--- src/gpc_pkg.sv ---
// constants, types and state layout for the adc control and touch override block
package gpc_pkg;

	// ---------------------------------------------------------------
	// register offsets on the internal register port
	// ---------------------------------------------------------------
	localparam logic [7:0] OFS_MAN_CTRL = 8'h51;
	localparam logic [7:0] OFS_AUTO_CTRL = 8'h52;
	localparam logic [7:0] OFS_RES_LOW = 8'h53;
	localparam logic [7:0] OFS_RES_HIGH = 8'h54;
	localparam logic [7:0] OFS_SUPPLY_RES = 8'h55;
	localparam logic [7:0] OFS_SUPPLY_THR = 8'h56;
	localparam logic [7:0] OFS_TOUCH_MODE = 8'h6A;
	localparam logic [7:0] OFS_TOUCH_DIRECT = 8'h6B;

	// ---------------------------------------------------------------
	// field positions and reset values
	// ---------------------------------------------------------------
	localparam int BIT_MAN_START = 4;
	localparam int BIT_AUTO_SUPPLY = 0;
	localparam int BIT_AUTO_AUX4 = 1;
	localparam int BIT_AUTO_AUX5 = 2;
	localparam int BIT_AUTO_AUX6 = 3;
	localparam int BIT_AUX4_ISRC = 4;
	localparam int BIT_BATTEMP_PERM = 5;
	localparam int BIT_FAST_SEQ = 6;
	localparam int BIT_COMP_EN = 7;
	localparam int BIT_TOUCH_AUTO = 0;
	localparam int BIT_TOUCH_OVR = 1;
	localparam int BIT_TOUCH_REF = 2;
	localparam int BIT_ROUTE_Y = 0;
	localparam logic [7:0] RST_BYTE = 8'h00;
	localparam logic [9:0] RST_WORD = 10'h000;
	localparam logic [7:0] RD_UNMAPPED = 8'h00;

	// ---------------------------------------------------------------
	// channel codes of the converter input multiplexer
	// ---------------------------------------------------------------
	localparam logic [3:0] CH_SUPPLY = 4'h0;
	localparam logic [3:0] CH_CHARGE = 4'h1;
	localparam logic [3:0] CH_BATTEMP = 4'h2;
	localparam logic [3:0] CH_BATTERY = 4'h3;
	localparam logic [3:0] CH_AUX4 = 4'h4;
	localparam logic [3:0] CH_AUX5 = 4'h5;
	localparam logic [3:0] CH_AUX6 = 4'h6;
	localparam logic [3:0] CH_TOUCH = 4'h7;
	localparam logic [3:0] CH_INT_TEMP = 4'h8;
	localparam logic [3:0] CH_BACKUP = 4'h9;

	// ---------------------------------------------------------------
	// timing
	// ---------------------------------------------------------------
	localparam int CLK_KHZ = 40000;
	localparam int SEQ_FAST_US = 1000;
	localparam int SEQ_SLOW_US = 10000;
	localparam int SLOT_NS = 6000;
	localparam int SEQ_FAST_CYC = SEQ_FAST_US * CLK_KHZ / 1000;
	localparam int SEQ_SLOW_CYC = SEQ_SLOW_US * CLK_KHZ / 1000;
	localparam int SLOT_CYC_I = (SLOT_NS * CLK_KHZ + 999999) / 1000000;
	localparam logic [7:0] SLOT_CYC = 8'(SLOT_CYC_I);
	localparam logic [2:0] LAST_SLOT = 3'h4;

	// ---------------------------------------------------------------
	// types
	// ---------------------------------------------------------------
	typedef enum logic [3:0] {
		ST_IDLE = 4'b0001,
		ST_SCAN = 4'b0010,
		ST_PRE = 4'b0100,
		ST_WAIT = 4'b1000
	} gpc_state_e;

	typedef struct packed {
		logic [3:0] switches;
		logic [1:0] route;
		logic ref_sel;
	} gpc_touch_s;

	typedef struct packed {
		gpc_state_e st;
		logic [3:0] man_chan;
		logic man_start;
		logic [7:0] auto_ctrl;
		logic [7:0] touch_mode;
		gpc_touch_s touch_dir;
		logic [9:0] man_res;
		logic [7:0] supply_res;
		logic [7:0] supply_thr;
		logic [9:0] touch_x;
		logic [9:0] touch_y;
		logic seq_pend;
		logic [2:0] idx;
		logic cur_man;
		logic [7:0] wait_cnt;
		logic battery_temp_pin_slot;
		logic conv_start;
		logic [3:0] conv_chan;
		logic [7:0] rd_data;
		gpc_touch_s touch_out;
		logic battery_temp_pin_src;
		logic low_warn;
		logic [7:0] auto_res;
		logic [3:0] auto_chan;
		logic res_valid;
	} gpc_state_s;

endpackage

--- src/gpc_control.sv ---
// adc channel control, auto sequencer, result registers and touch override
`timescale 1ns/1ps

// Function
// override bit with touch auto off makes direct settings drive the panel.
// four direct bits close X+, X-, Y+, Y- switches when one.
// route 00 X+, 01 Y+, 10 X-, 11 Y-; results go to X or Y store.
// reference bit zero uses touch reference and ground, one uses panel electrodes.
// manual channel field bits 3:0 choose the conversion source.
// writing one to bit 4 starts manual conversion; hardware clears it on completion.
// auto control bits 0..3 enable supply, aux4, aux5, aux6 auto measurements.
// auto control bit 4 switches the aux4 current source.
// bit 5 zero pulses battery temp source one slot early; one keeps it on.
// bit 6 picks 10 ms or 1 ms auto sequence interval.
// auto control bit 7 enables the aux5 comparator.
// manual result low two bits in low register, high eight in high register.
// latest auto supply measurement kept as read-only 8-bit code.
// writable 8-bit supply warning threshold on same scale as supply code.
// touch auto enable hands the panel to the scheduling engine.
// manual results written no later than the cycle the start bit clears.
module gpc_control
	import gpc_pkg::*;
#(
	parameter int SEQ_FAST_CYCLES = SEQ_FAST_CYC,
	parameter int SEQ_SLOW_CYCLES = SEQ_SLOW_CYC
)
(
	// clock and reset
	input wire logic clk,
	input wire logic rst_n,
	// register port
	input wire logic [7:0] reg_addr,
	input wire logic reg_wr,
	input wire logic [7:0] reg_wdata,
	output logic [7:0] reg_rdata,
	// converter handshake
	output logic conv_start,
	output logic [3:0] conv_channel,
	input wire logic conv_done,
	input wire logic [9:0] conv_data,
	// analog controls
	output logic aux4_current_source_enable,
	output logic battemp_source_on,
	output logic aux5_comparator_enable,
	output logic supply_low_warn,
	// auto results for the threshold logic outside
	output logic [7:0] auto_result,
	output logic [3:0] auto_result_chan,
	output logic auto_result_valid,
	// touch scheduler settings and panel controls
	input wire gpc_touch_s sched_touch,
	output logic touch_switch_xpos,
	output logic touch_switch_xneg,
	output logic touch_switch_ypos,
	output logic touch_switch_yneg,
	output logic [1:0] touch_pin_route,
	output logic conv_reference_select,
	// touch results of manual conversions
	output logic [9:0] touch_x_result,
	output logic [9:0] touch_y_result
);

	// ---------------------------------------------------------------
	// elaboration checks
	// ---------------------------------------------------------------
	localparam int CW = $clog2(SEQ_SLOW_CYCLES + 1);
	if (SEQ_FAST_CYCLES < 1 || SEQ_SLOW_CYCLES < SEQ_FAST_CYCLES)
	begin : g_bad_cycles
		$error("sequence interval counts out of range");
	end

	// the settle slot count must fit the 8-bit wait counter of the state
	if (SLOT_CYC_I < 1 || SLOT_CYC_I > 255)
	begin : g_bad_slot
		$error("settle slot count out of range");
	end

	// ---------------------------------------------------------------
	// slot helpers
	// ---------------------------------------------------------------
	// slot 0 is battery temp, always measured; the rest follow the enables
	function automatic logic slot_en(input logic [2:0] i, input logic [7:0] ac);
		case (i)
			3'h0: slot_en = 1'b1;
			3'h1: slot_en = ac[BIT_AUTO_SUPPLY];
			3'h2: slot_en = ac[BIT_AUTO_AUX4];
			3'h3: slot_en = ac[BIT_AUTO_AUX5];
			3'h4: slot_en = ac[BIT_AUTO_AUX6];
			default: slot_en = 1'b0;
		endcase
	endfunction

	function automatic logic [3:0] slot_chan(input logic [2:0] i);
		case (i)
			3'h0: slot_chan = CH_BATTEMP;
			3'h1: slot_chan = CH_SUPPLY;
			3'h2: slot_chan = CH_AUX4;
			3'h3: slot_chan = CH_AUX5;
			default: slot_chan = CH_AUX6;
		endcase
	endfunction

	// ---------------------------------------------------------------
	// state
	// ---------------------------------------------------------------
	gpc_state_s s_ff;
	gpc_state_s nxt_s;
	logic [CW-1:0] seq_cnt_ff;
	logic [CW-1:0] nxt_seq_cnt;
	logic seq_tick;

	// interval timer, kept apart since its width follows the parameters
	always_comb
	begin
		seq_tick = (seq_cnt_ff == '0);
		if (seq_tick)
		begin
			if (s_ff.auto_ctrl[BIT_FAST_SEQ])
				nxt_seq_cnt = CW'(SEQ_FAST_CYCLES - 1);
			else
				nxt_seq_cnt = CW'(SEQ_SLOW_CYCLES - 1);
		end
		else
			nxt_seq_cnt = seq_cnt_ff - 1'b1;
	end

	// sequencer, register writes and output staging
	always_comb
	begin
		nxt_s = s_ff;
		nxt_s.conv_start = 1'b0;
		nxt_s.res_valid = 1'b0;
		case (s_ff.st)
			ST_IDLE:
			begin
				// manual requests only enter between sequences
				if (s_ff.man_start)
				begin
					nxt_s.cur_man = 1'b1;
					nxt_s.conv_chan = s_ff.man_chan;
					nxt_s.conv_start = 1'b1;
					nxt_s.st = ST_WAIT;
				end
				else if (s_ff.seq_pend)
				begin
					nxt_s.seq_pend = 1'b0;
					nxt_s.idx = 3'h0;
					nxt_s.st = ST_SCAN;
				end
			end
			ST_SCAN:
			begin
				if (s_ff.idx > LAST_SLOT)
					nxt_s.st = ST_IDLE;
				else if (slot_en(s_ff.idx, s_ff.auto_ctrl))
				begin
					nxt_s.cur_man = 1'b0;
					nxt_s.conv_chan = slot_chan(s_ff.idx);
					if (s_ff.idx == 3'h0 && !s_ff.auto_ctrl[BIT_BATTEMP_PERM])
					begin
						nxt_s.battery_temp_pin_slot = 1'b1;
						nxt_s.wait_cnt = SLOT_CYC - 8'h01;
						nxt_s.st = ST_PRE;
					end
					else
					begin
						nxt_s.conv_start = 1'b1;
						nxt_s.st = ST_WAIT;
					end
				end
				else
					nxt_s.idx = s_ff.idx + 3'h1;
			end
			ST_PRE:
			begin
				// settling slot with the battery temp source already on
				if (s_ff.wait_cnt == 8'h00)
				begin
					nxt_s.conv_start = 1'b1;
					nxt_s.st = ST_WAIT;
				end
				else
					nxt_s.wait_cnt = s_ff.wait_cnt - 8'h01;
			end
			ST_WAIT:
			begin
				if (conv_done && s_ff.cur_man)
				begin
					nxt_s.man_res = conv_data;
					nxt_s.man_start = 1'b0;
					if (s_ff.conv_chan == CH_TOUCH)
					begin
						if (s_ff.touch_dir.route[BIT_ROUTE_Y])
							nxt_s.touch_y = conv_data;
						else
							nxt_s.touch_x = conv_data;
					end
					nxt_s.st = ST_IDLE;
				end
				else if (conv_done)
				begin
					// auto conversions keep only the 8 upper bits
					nxt_s.auto_res = conv_data[9:2];
					nxt_s.auto_chan = s_ff.conv_chan;
					nxt_s.res_valid = 1'b1;
					if (s_ff.conv_chan == CH_SUPPLY)
						nxt_s.supply_res = conv_data[9:2];
					nxt_s.battery_temp_pin_slot = 1'b0;
					nxt_s.idx = s_ff.idx + 3'h1;
					nxt_s.st = ST_SCAN;
				end
			end
			default: nxt_s.st = ST_IDLE;
		endcase
		// interval tick after the fsm so a tick never gets lost
		if (seq_tick)
			nxt_s.seq_pend = 1'b1;
		// software writes last: a start written as hardware clears it wins
		if (reg_wr)
		begin
			case (reg_addr)
				OFS_MAN_CTRL:
				begin
					nxt_s.man_chan = reg_wdata[3:0];
					if (reg_wdata[BIT_MAN_START])
						nxt_s.man_start = 1'b1;
				end
				OFS_AUTO_CTRL: nxt_s.auto_ctrl = reg_wdata;
				OFS_SUPPLY_THR: nxt_s.supply_thr = reg_wdata;
				OFS_TOUCH_MODE: nxt_s.touch_mode = {5'h00, reg_wdata[2:0]};
				// direct byte: switches in bits 3:0, route in bits 5:4
				OFS_TOUCH_DIRECT:
					nxt_s.touch_dir = {reg_wdata[3:0], reg_wdata[5:4], s_ff.touch_dir.ref_sel};
				default: nxt_s.touch_mode = nxt_s.touch_mode;
			endcase
			if (reg_addr == OFS_TOUCH_MODE)
				nxt_s.touch_dir.ref_sel = reg_wdata[BIT_TOUCH_REF];
		end
		// panel control source, switches open when neither mode owns it
		if (s_ff.touch_mode[BIT_TOUCH_AUTO])
			nxt_s.touch_out = sched_touch;
		else if (s_ff.touch_mode[BIT_TOUCH_OVR])
			nxt_s.touch_out = s_ff.touch_dir;
		else
			nxt_s.touch_out = '0;
		nxt_s.battery_temp_pin_src = nxt_s.auto_ctrl[BIT_BATTEMP_PERM] | nxt_s.battery_temp_pin_slot;
		// warning compares codes directly, both share one linear scale
		nxt_s.low_warn = (s_ff.supply_res < s_ff.supply_thr);
		// read data registered: one cycle latency after the address
		case (reg_addr)
			OFS_MAN_CTRL: nxt_s.rd_data = {3'h0, s_ff.man_start, s_ff.man_chan};
			OFS_AUTO_CTRL: nxt_s.rd_data = s_ff.auto_ctrl;
			OFS_RES_LOW: nxt_s.rd_data = {6'h00, s_ff.man_res[1:0]};
			OFS_RES_HIGH: nxt_s.rd_data = s_ff.man_res[9:2];
			OFS_SUPPLY_RES: nxt_s.rd_data = s_ff.supply_res;
			OFS_SUPPLY_THR: nxt_s.rd_data = s_ff.supply_thr;
			OFS_TOUCH_MODE: nxt_s.rd_data = {5'h00, s_ff.touch_dir.ref_sel, s_ff.touch_mode[1:0]};
			// readback mirrors the written layout of the direct byte
			OFS_TOUCH_DIRECT: nxt_s.rd_data = {2'h0, s_ff.touch_dir.route, s_ff.touch_dir.switches};
			default: nxt_s.rd_data = RD_UNMAPPED;
		endcase
	end

	// all state but the interval timer in one register
	always_ff @(posedge clk or negedge rst_n)
	begin
		if (!rst_n)
		begin
			s_ff <= '0;
			// the enum field needs its one-hot idle code, not all zeros
			s_ff.st <= ST_IDLE;
			seq_cnt_ff <= '0;
		end
		else
		begin
			s_ff <= nxt_s;
			seq_cnt_ff <= nxt_seq_cnt;
		end
	end

	// ---------------------------------------------------------------
	// outputs, each straight from the state register
	// ---------------------------------------------------------------
	assign reg_rdata = s_ff.rd_data;
	assign conv_start = s_ff.conv_start;
	assign conv_channel = s_ff.conv_chan;
	assign aux4_current_source_enable = s_ff.auto_ctrl[BIT_AUX4_ISRC];
	assign battemp_source_on = s_ff.battery_temp_pin_src;
	assign aux5_comparator_enable = s_ff.auto_ctrl[BIT_COMP_EN];
	assign supply_low_warn = s_ff.low_warn;
	assign auto_result = s_ff.auto_res;
	assign auto_result_chan = s_ff.auto_chan;
	assign auto_result_valid = s_ff.res_valid;
	// switch order in the struct: xpos, xneg, ypos, yneg from bit 0 up
	assign touch_switch_xpos = s_ff.touch_out.switches[0];
	assign touch_switch_xneg = s_ff.touch_out.switches[1];
	assign touch_switch_ypos = s_ff.touch_out.switches[2];
	assign touch_switch_yneg = s_ff.touch_out.switches[3];
	assign touch_pin_route = s_ff.touch_out.route;
	assign conv_reference_select = s_ff.touch_out.ref_sel;
	assign touch_x_result = s_ff.touch_x;
	assign touch_y_result = s_ff.touch_y;

endmodule

--- config.mk ---
export PLATFORM = sky130hd
export DESIGN_NAME = gpc_control
export DESIGN_NICKNAME = d
export VERILOG_FILES = /design/src/gpc_pkg.sv /design/src/gpc_control.sv
export SDC_FILE = /design/constraint.sdc
export NUM_CORES = 1
export LEC_CHECK = 0
export ABC_AREA = 1
export BUFFER_PORTS_ARGS = -buffer_cell sky130_fd_sc_hd__buf_4
export CAP_MARGIN = 20
export CORE_ASPECT_RATIO = 0.9
export CORE_MARGIN = 8
export CORE_UTILIZATION = 35
export CTS_CLUSTER_SIZE = 28
export DETAILED_ROUTE_END_ITERATION = 8
export GPL_TIMING_DRIVEN = 0
export PLACE_DENSITY = 0.58
export RECOVER_POWER = 100
export SYNTH_ARGS = -nofsm -noshare
export SYNTH_HDL_FRONTEND = slang
export SYNTH_SLANG_ARGS = --single-unit
--- constraint.sdc ---
create_clock -name clk -period 2 [get_ports clk]
set_input_delay 0.4 -clock clk [delete_from_list [all_inputs] [get_ports clk]]
set_output_delay 0.4 -clock clk [all_outputs]
set_load 0.005 [all_outputs]
Word-level counts from Yosys, hierarchy flattened --
Index checks and enable logic that the tools add are counted.
Storage, ports and cells: flip-flop bits (word level) 141, bits of input ports 37, output and inout port bits 57, logic and storage cells 150
Operators by class: $add $sub $neg 3, magnitude comparators 2, eq/ne operators 32, muxes and demuxes 53, bitwise gates (word level) 3, reductions and logical operators 26
Operators with widths (count):
- 8-bit by 7-bit equality test with 1-bit output (second input constant) | 8
- 8-bit case mux with 8 select lines | 1
- 19-bit 2-to-1 mux | 2
- 4-bit 2-to-1 mux | 9
- 24-bit 2-to-1 mux | 1
- 7-bit 2-to-1 mux | 3
- 2-bit != test (second input constant) | 10
- 4-bit AND reduction | 5
- 19-bit zero test | 1
- 19-bit by 1-bit subtractor with 19-bit output (second input constant) | 1
- 18-bit 2-to-1 mux | 1
- 1-bit 2-to-1 mux | 17
- 8-bit 2-to-1 mux | 2
- 4-bit case mux with 4 select lines | 1
- 8-bit case mux with 2 select lines | 1
- 15-bit 2-to-1 mux | 1
- 3-bit 2-to-1 mux | 5
- 2-bit AND reduction | 7
- 3-bit case mux with 4 select lines | 1
- 9-bit 2-to-1 mux | 1
- 3-bit case mux with 3 select lines | 1
- 4-bit by 3-bit equality test with 1-bit output (second input constant) | 2
- 8-bit zero test | 1
- 8-bit < comparator | 1
- 28 further kinds | 36

Depth between registers and ports, before layout --
Gate-level depths: netlist of run 1.
word-level depth 8, mapped depth 12, gate-level depth less buffers 12

Least setup slack after synthesis of run 1 --
No wires, ideal clock.
path kind register to register, from register s_ff[45] (netlist name), to register s_ff[45] (netlist name), library setup time 117 ps, arrival time 1425 ps, data required time 1883 ps, slack 458 ps, cell stages (with the launch flop) 11, path buffers 0, clock period less this slack 1542 ps, path through dfrtp_1 ha_1 ha_1 nand2_1 nand2_1 nor2_1 nand2_1 nand3_1 nand3_1 nand2_1 nand2_1
Between the ends: word-level cells in the longest chain between the ends 6, elaborated cells on any way between the ends 18, classes of those cells add/sub: 1; order compare: 1; eq/ne: 6; mux: 8; reduce/logical: 2
RTL lines:
- start, declared | RTL line gpc_control.sv:106 | gpc_state_s s_ff;
- start signal, assigned | RTL line gpc_control.sv:276 | s_ff <= nxt_s;
- 3-bit equality test (tied with other cells) | RTL line gpc_control.sv:83 | case (i)
- 1-bit case mux with 5 select lines | RTL line gpc_control.sv:83
- 1-bit 2-to-1 mux | RTL line gpc_control.sv:153 | if (s_ff.idx > LAST_SLOT)
- 1-bit 2-to-1 mux | RTL line gpc_control.sv:133 | case (s_ff.st)
- 2-bit != test (no line)
- 7-bit AND reduction (no line)
Parallel ways exist; a longest one is shown, timed or not. The select of a mux whose other input is x is not followed. A chain may end at the register's enable or synchronous reset.

==> results.sh, run 1 <==
export IMPL_start_util=0.3537
export IMPL_max_cap_violations=0
export IMPL_instances_no_fill=1259
export IMPL_grt_max_degree=82
export IMPL_antenna_cells=0
export IMPL_clkSlewWorstSetupHoldPaths_ns=0.06
export IMPL_detail_route_first_pass_iterations=5
export IMPL_end_kind="flip-flop"
export IMPL_p_comb_frac=0.241
export IMPL_final_fill_count=2077
export IMPL_ant_nets=0
export IMPL_coreArea_mm2=0.01986
export IMPL_cts_sinks=140
export IMPL_fin_skew_ns=0.01058
export IMPL_finalWeightedCongestion=0.8314
export IMPL_totalPowerFinal_mw=8.856
export IMPL_setup_violations_final=0
export IMPL_p_int_mw=5.970
export IMPL_synthDistinctLibCells=40
export IMPL_die_area_mm2=0.02487
export IMPL_fin_crit_sh=0.8990
export IMPL_power_density_mw_per_mm2=1032
export IMPL_cts_made_buffers=17
export IMPL_via_per_inst=4.608
export IMPL_r2r_start="s_ff[125]"
export IMPL_cts_resized=0
export IMPL_tightest_slew_ns=0.8705
export IMPL_grt_pass1_wl_mm=29.40
export IMPL_antenna_found_initial=0
export IMPL_sequentialPowerShare=0.411
export IMPL_fmax_mhz=556.2
export IMPL_setup_ws_ns=0.2021
export IMPL_drive_above_1_share=0.1783
export IMPL_via_count=5802
export IMPL_hold_path_class="in2reg"
export IMPL_synth_edf_count=0
export IMPL_rows=49
export IMPL_drc=0
export IMPL_hold_violations=0
export IMPL_clkLatencyLatePin_ns=0.43
export IMPL_dp_cells=1226
export IMPL_drt_iter0_drc=357
export IMPL_peakVddDrop_mv=0.5847
export IMPL_die_y_um=150.4
export IMPL_syn_nets=928
export IMPL_ys_seq_elements=140
export IMPL_portBuffers=93
export IMPL_power_switching_mw=2.886
export IMPL_worstPathArrival_ns=2.07
export IMPL_area_growth_pct=22.19
export IMPL_nNetsFinal=1042
export IMPL_drv_slew=0
export IMPL_yosysWarnings=0
export IMPL_cts_buffer_depth=2
export IMPL_rsz0062_at_grt="false"
export IMPL_critical_path_class="in2reg"
export IMPL_avgRoutedWirePerCell_um=14.01
export IMPL_period_needed_ns=1.798
export IMPL_avgSynthCellArea_um2=8.012
export IMPL_async_flop_share=1.000
export IMPL_io_pins=94
export IMPL_cts_tree="built"
export IMPL_hp_start="sched_touch[0]"
export IMPL_ys_seq_area_frac=0.4988
export IMPL_clock_power_share=0.347
export IMPL_timing_slew_headroom=0.4197
export IMPL_synth_area_mm2=0.007027
export IMPL_dp_hpwl_mm=13.27
export IMPL_start_kind="input port"
export IMPL_ys_flop_type="dfrtp_1"
export IMPL_root_buffer="clkbuf_16"
export IMPL_die_x_um=165.4
export IMPL_p_leak_nw=4.512
export IMPL_gr_usage_all_layers=0.1495
export IMPL_overflow=0
export IMPL_critPathMaxFanout=10
export IMPL_setup_tns_ns=0
export IMPL_crit_required_ns=2.27
export IMPL_outcome="completed"
export IMPL_final_core_util=0.4322
export IMPL_h_tree_depth=4
export IMPL_p_sw_frac=0.3259
export IMPL_first_global_vias=5839
export IMPL_place_worst_setup_slack_ns=0.1343
export IMPL_drt_total_wl_mm=17.64
export IMPL_synthCells=877
export IMPL_crit_start="reg_addr[7]"
## critical path, stage by stage
cell      delay, ns
clkbuf_4       0.11
inv_1          0.04
nand2_1        0.07
nor3_4         0.31
nand2_1        0.29
nor2_1         0.33
clkbuf_1       0.32
o211ai_1       0.18
## synthesized netlist by cell type, types with 3 or more instances
cell type / n / area [um^2]
xnor2_1: 7 / 61.31
nor2_1: 86 / 322.8
o21ai_0: 93 / 465.5
a21oi_1: 9 / 45.04
nand2_1: 238 / 893.4
xor2_1: 7 / 61.31
inv_2: 3 / 11.26
buf_4: 47 / 352.8
clkbuf_1: 5 / 18.77
inv_1: 111 / 416.7
buf_2: 6 / 30.03
o21ai_1: 5 / 25.02
nor3_1: 12 / 60.06
dfrtp_1: 139 / 3478
ha_1: 14 / 175.2
nand4_1: 8 / 50.05
nand3_1: 56 / 280.3
nor2_2: 4 / 25.02
## power by group through the flow
stage	combinational [mW]	sequential (mW)	clock [mW]
after floorplan	1.51	3.58	0
after global placement	2.15	3.69	0
after detailed placement	2.19	3.70	0
after CTS	2.20	3.66	3.15
after global routing	2.48	3.70	3.28
final	2.14	3.64	3.08
## area by class of cell
| type | instances | area, um^2 | area share |
|---|---|---|---|
| buffer | 60 | 399.1 | 0.04649 |
| clock buffer | 19 | 442.9 | 0.05159 |
| clock inverter | 13 | 128.9 | 0.01501 |
| tap | 255 | 319.1 | 0.03716 |
| timing repair buffer | 95 | 713.2 | 0.08307 |
| inverter | 116 | 440.4 | 0.05130 |
| sequential | 140 | 3505 | 0.4082 |
| multi-input combinational | 561 | 2638 | 0.3072 |
## final timing paths
| kind | end | slack (ns) | cells past startpoint |
|---|---|---|---|
| max | battemp_source_on | 0.20 | 8 |
| min | conv_reference_select | 0.18 | 3 |
| max reg2reg | s_ff[84] | 0.25 | 7 |
| min reg2reg | seq_cnt_ff[0] | 0.43 | 1 |
| max in group asynchronous | s_ff[123] | 0.45 | 3 |
| min in group asynchronous | touch_y_result[8] | 0.64 | 2 |
## registers in the layout (all words and copies together), names as in the netlist, 2 cells and up
register and cells:
auto_result_chan 4, touch_pin_route 2, touch_x_result 10, touch_y_result 10
reg_rdata 8, auto_result 8, conv_channel 4, s_ff 64
seq_cnt_ff 19
## placed cells by master, fill, tap and decap left out, drive strengths merged, types with 2 or more instances in the layout
master,Yosys,final
clkinv,2,7
inv,114,120
o211ai,2,2
nand3,56,56
xnor2,7,7
nor2,92,92
or2,3,3
xor2,7,7
o21ai,98,98
clkbuf,6,91
a21oi,9,9
buf,54,82
nand4,10,10
nand2,241,241
a21boi,3,3
dfrtp,139,139
ha,14,14
nor3,14,14
## logic make-up after synthesis
family,synth area share
adder cells (fa/ha/maj),0.02493
AND/OR/NAND/NOR,0.2520
buffers and inverters,0.1222
flip-flops,0.4988
XOR/XNOR,0.01745
AO/OA/AOI/OAI,0.08476
## per-stage QoR
| step | instance area [um^2] | hold slack (ns) |
|---|---|---|
| 6_report | 8586 | 0.1798 |
| 2_1_floorplan | 7027 | 0.1044 |
| 3_5_place_dp | 8075 | 0.4213 |
| 3_3_place_gp | 8044 | 0.4269 |
| 4_1_cts | 8657 | 0.1654 |
| 5_1_grt | 8586 | 0.1731 |
## routing by layer
metal	GRT usage	up-vias	share of wire
met4	0.04550	0	0.014
li1	-	2950	-
met5	0	-	0
met2	0.2319	120	0.47
met1	0.2002	2717	0.47
met3	0.04128	15	0.043
## what timing repair did
| item | CTS | global route |
|---|---|---|
| buffers inserted | 0 | 0 |
| hold buffers | 1 | 0 |
| hold endpoints to repair | 59 | 0 |
Note: power is estimated with default switching activity, not from simulation.
==> run 2: changes to the inputs <==
Settings changed: ABC_AREA 1 to default, CTS_BUF_LIST from default to sky130_fd_sc_hd__clkbuf_16.
==> results.sh, run 2 <==
export IMPL_outcome="complete, but fails checks"
export IMPL_violations="setup timing"
export IMPL_hold_ws_ns=0.2047
export IMPL_drive_above_1_share=0.4171
export IMPL_antenna_cells=0
export IMPL_nNetsFinal=822
export IMPL_grt_max_degree=104
export IMPL_final_fill_count=1792
export IMPL_synth_area_mux_share=0.1326
export IMPL_critPathMaxFanout=4
export IMPL_worst_path_largest_cell_delay_ns=0.45
export IMPL_drv_slew=0
export IMPL_rsz0062_at_grt="true"
export IMPL_syn_nets=675
export IMPL_synthTopCellsByCount="dfrtp_1 (139), nand2_1 (78), buf_4 (47), mux2_2 (45), nor2_1 (31)"
export IMPL_fin_crit_sh=1.051
export IMPL_gr_usage_all_layers=0.1517
export IMPL_synthTopCellsByArea="dfrtp_1 (50%), mux2_2 (7.3%), buf_4 (5.1%)"
export IMPL_grt_pass1_wl_mm=29.46
export IMPL_antenna_found_initial=0
export IMPL_die_y_um=149.6
export IMPL_end_kind="flip-flop"
export IMPL_area_growth_pct=30.81
export IMPL_finalWeightedCongestion=0.8369
export IMPL_synthXorXnorAreaFrac=0.01136
export IMPL_via_per_inst=5.049
export IMPL_avgSynthCellArea_um2=11.12
export IMPL_wl_met2_mm=8.720
export IMPL_async_flop_share=1.000
export IMPL_synth_area_leader_cell="dfrtp_1"
export IMPL_ant_nets=0
export IMPL_die_area_mm2=0.02459
export IMPL_cpMaxStageDelayCell="dfrtp_2"
export IMPL_overflow=0
export IMPL_rows=49
export IMPL_wl_met3_mm=1.008
export IMPL_h_tree_depth=4
export IMPL_largest_register="s_ff"
export IMPL_totalPowerFinal_mw=9.486
export IMPL_cts_sinks=140
export IMPL_synthCells=624
export IMPL_cts_made_buffers=17
export IMPL_synth_area_mm2=0.006937
export IMPL_clkLatencyLatePin_ns=0.42
export IMPL_cpLargestDelayFamily="compound AO/OA/AOI/OAI gates"
export IMPL_synth_adder_area_share=0.02525
export IMPL_coreArea_mm2=0.01968
export IMPL_peakVddDrop_mv=0.5936
export IMPL_worstPathArrival_ns=2.40
export IMPL_start_util=0.3525
export IMPL_cts_buffer_depth=2
export IMPL_drt_total_wl_mm=18.54
export IMPL_dp_hpwl_mm=12.73
export IMPL_fin_skew_ns=0.006975
export IMPL_tightest_slew_ns=0.9767
export IMPL_drc=0
export IMPL_final_common_cell="dfrtp_1"
export IMPL_top_regs="s_ff x64, seq_cnt_ff x19"
export IMPL_start_kind="flip-flop"
export IMPL_timing_slew_headroom=0.3488
export IMPL_io_pins=94
export IMPL_first_global_vias=5476
export IMPL_post_synth_top_count_cell="dfrtp_1"
export IMPL_setup_ws_ns=-0.1017
export IMPL_p_leak_nw=4.378
export IMPL_avgRoutedWirePerCell_um=17.84
export IMPL_die_x_um=164.4
export IMPL_clkSlewWorstSetupHoldPaths_ns=0.06
export IMPL_setup_violations_final=41
export IMPL_cts_tree="built"
export IMPL_path_cells="inv_4, ha_4, a22o_1, a222oi_1, or4_4, nand4_4, mux2_4"
export IMPL_wl_met1_mm=8.544
export IMPL_portBuffers=93
export IMPL_worstPathBufferInverterCount=1
export IMPL_ys_flop_type="dfrtp_1"
export IMPL_synth_edf_count=0
export IMPL_largest_reg_flops=64
export IMPL_yosysWarnings=0
export IMPL_hold_path_class="in2reg"
export IMPL_ys_seq_elements=140
export IMPL_final_core_util=0.4611
export IMPL_ys_seq_area_frac=0.5052
export IMPL_synth_compound_area_share=0.09416
export IMPL_detail_route_first_pass_iterations=4
export IMPL_critical_path_class="reg2reg"
export IMPL_top_layer_used="met4"
export IMPL_period_needed_ns=2.102
export IMPL_instances_no_fill=1039
export IMPL_synth_top_family_by_area="simple AND/OR/NAND/NOR gates"
export IMPL_fmax_mhz=475.8
export IMPL_synthDistinctLibCells=73
export IMPL_place_worst_setup_slack_ns=-0.4770
export IMPL_via_count=5246
export IMPL_synth_top_area_share=0.5014
export IMPL_max_cap_violations=0
export IMPL_most_common_layout_cells="dfrtp_1 (136), buf_4 (110), nand2_1 (76)"
export IMPL_yosys_area_share_simple=0.1526
export IMPL_dp_cells=973
export IMPL_root_buffer="clkbuf_16"
export IMPL_hold_violations=0
export IMPL_power_density_mw_per_mm2=1045
export IMPL_crit_required_ns=2.30
export IMPL_drt_iter0_drc=296
-- run 2: cell count changes after synthesis, moves of 8 or more --
cell      delta
nor2b_1      +8
nor2_1      -55
mux2_1      +18
mux2_2      +45
inv_1       -88
nand4_1      -8
nand2_1    -160
clkbuf_1     +8
nand3_1     -42
mux2_4      +10
o21ai_0     -66
-- run 2: power by group --
part	internal (mW)	switching (mW)
registers	3.32	0.418
logic	1.31	1.17
clock network	2.06	1.20
-- run 2: worst min-delay path, stage by stage --
cell and delay (ns):
buf_4 0.08, nand2_1 0.04, o21ai_0 0.06
-- run 2: routing by layer --
layer,track usage,vias to the layer above
met1,0.1999,2603
met5,0,-
met4,0.04950,0
met2,0.2412,174
met3,0.03685,23
li1,-,2446
-- run 2: stage by stage --
step / cell area (um^2) / TNS, ns
5_1_grt: 9074 / -7.492
2_1_floorplan: 6940 / -0.7660
6_report: 9074 / -1.983
4_1_cts: 8979 / -1.783
3_5_place_dp: 7989 / -17.10
3_3_place_gp: 7958 / -18.05
-- run 2: what timing repair did --
item | CTS | global route
cloned | 0 | 0
gates resized for setup | 44 | 34
setup endpoints to repair | 68 | 68
pin swaps | 18 | 15
endpoints found under the hold margin | 37 | 0
hold buffers | 1 | 0
buffers inserted | 25 | 10
-- run 2: final timing paths --
check / startpoint / to / slack, ns / cells after the start
hold reg to reg: auto_result[3] / auto_result[3] / 0.48 / 2
setup reg to reg: s_ff[46] / s_ff[47] / -0.10 / 7
max in group asynchronous: rst_n / s_ff[47] / 0.20 / 3
hold / removal: sched_touch[3] / touch_switch_xpos / 0.20 / 3
min in group asynchronous: rst_n / seq_cnt_ff[11] / 0.68 / 2
setup / recovery: s_ff[46] / s_ff[47] / -0.10 / 7
-- run 2: area by class of cell --
class,count,area [um^2],area share
Sequential cell,140,3508,0.3867
Timing Repair Buffer,129,965.9,0.1065
Clock inverter,15,180.2,0.01986
Buffer,67,466.7,0.05143
Inverter,25,100.1,0.01103
Clock buffer,17,425.4,0.04688
Multi-Input combinational cell,391,3108,0.3425
Tap cell,255,319.1,0.03516
-- run 2: cells by family after synthesis --
family,Yosys count
AND/OR/NAND/NOR,192
AO/OA/AOI/OAI,97
buffers and inverters,93
adder cells (fa/ha/maj),14
flip-flops,140
multiplexers,79
XOR/XNOR,9
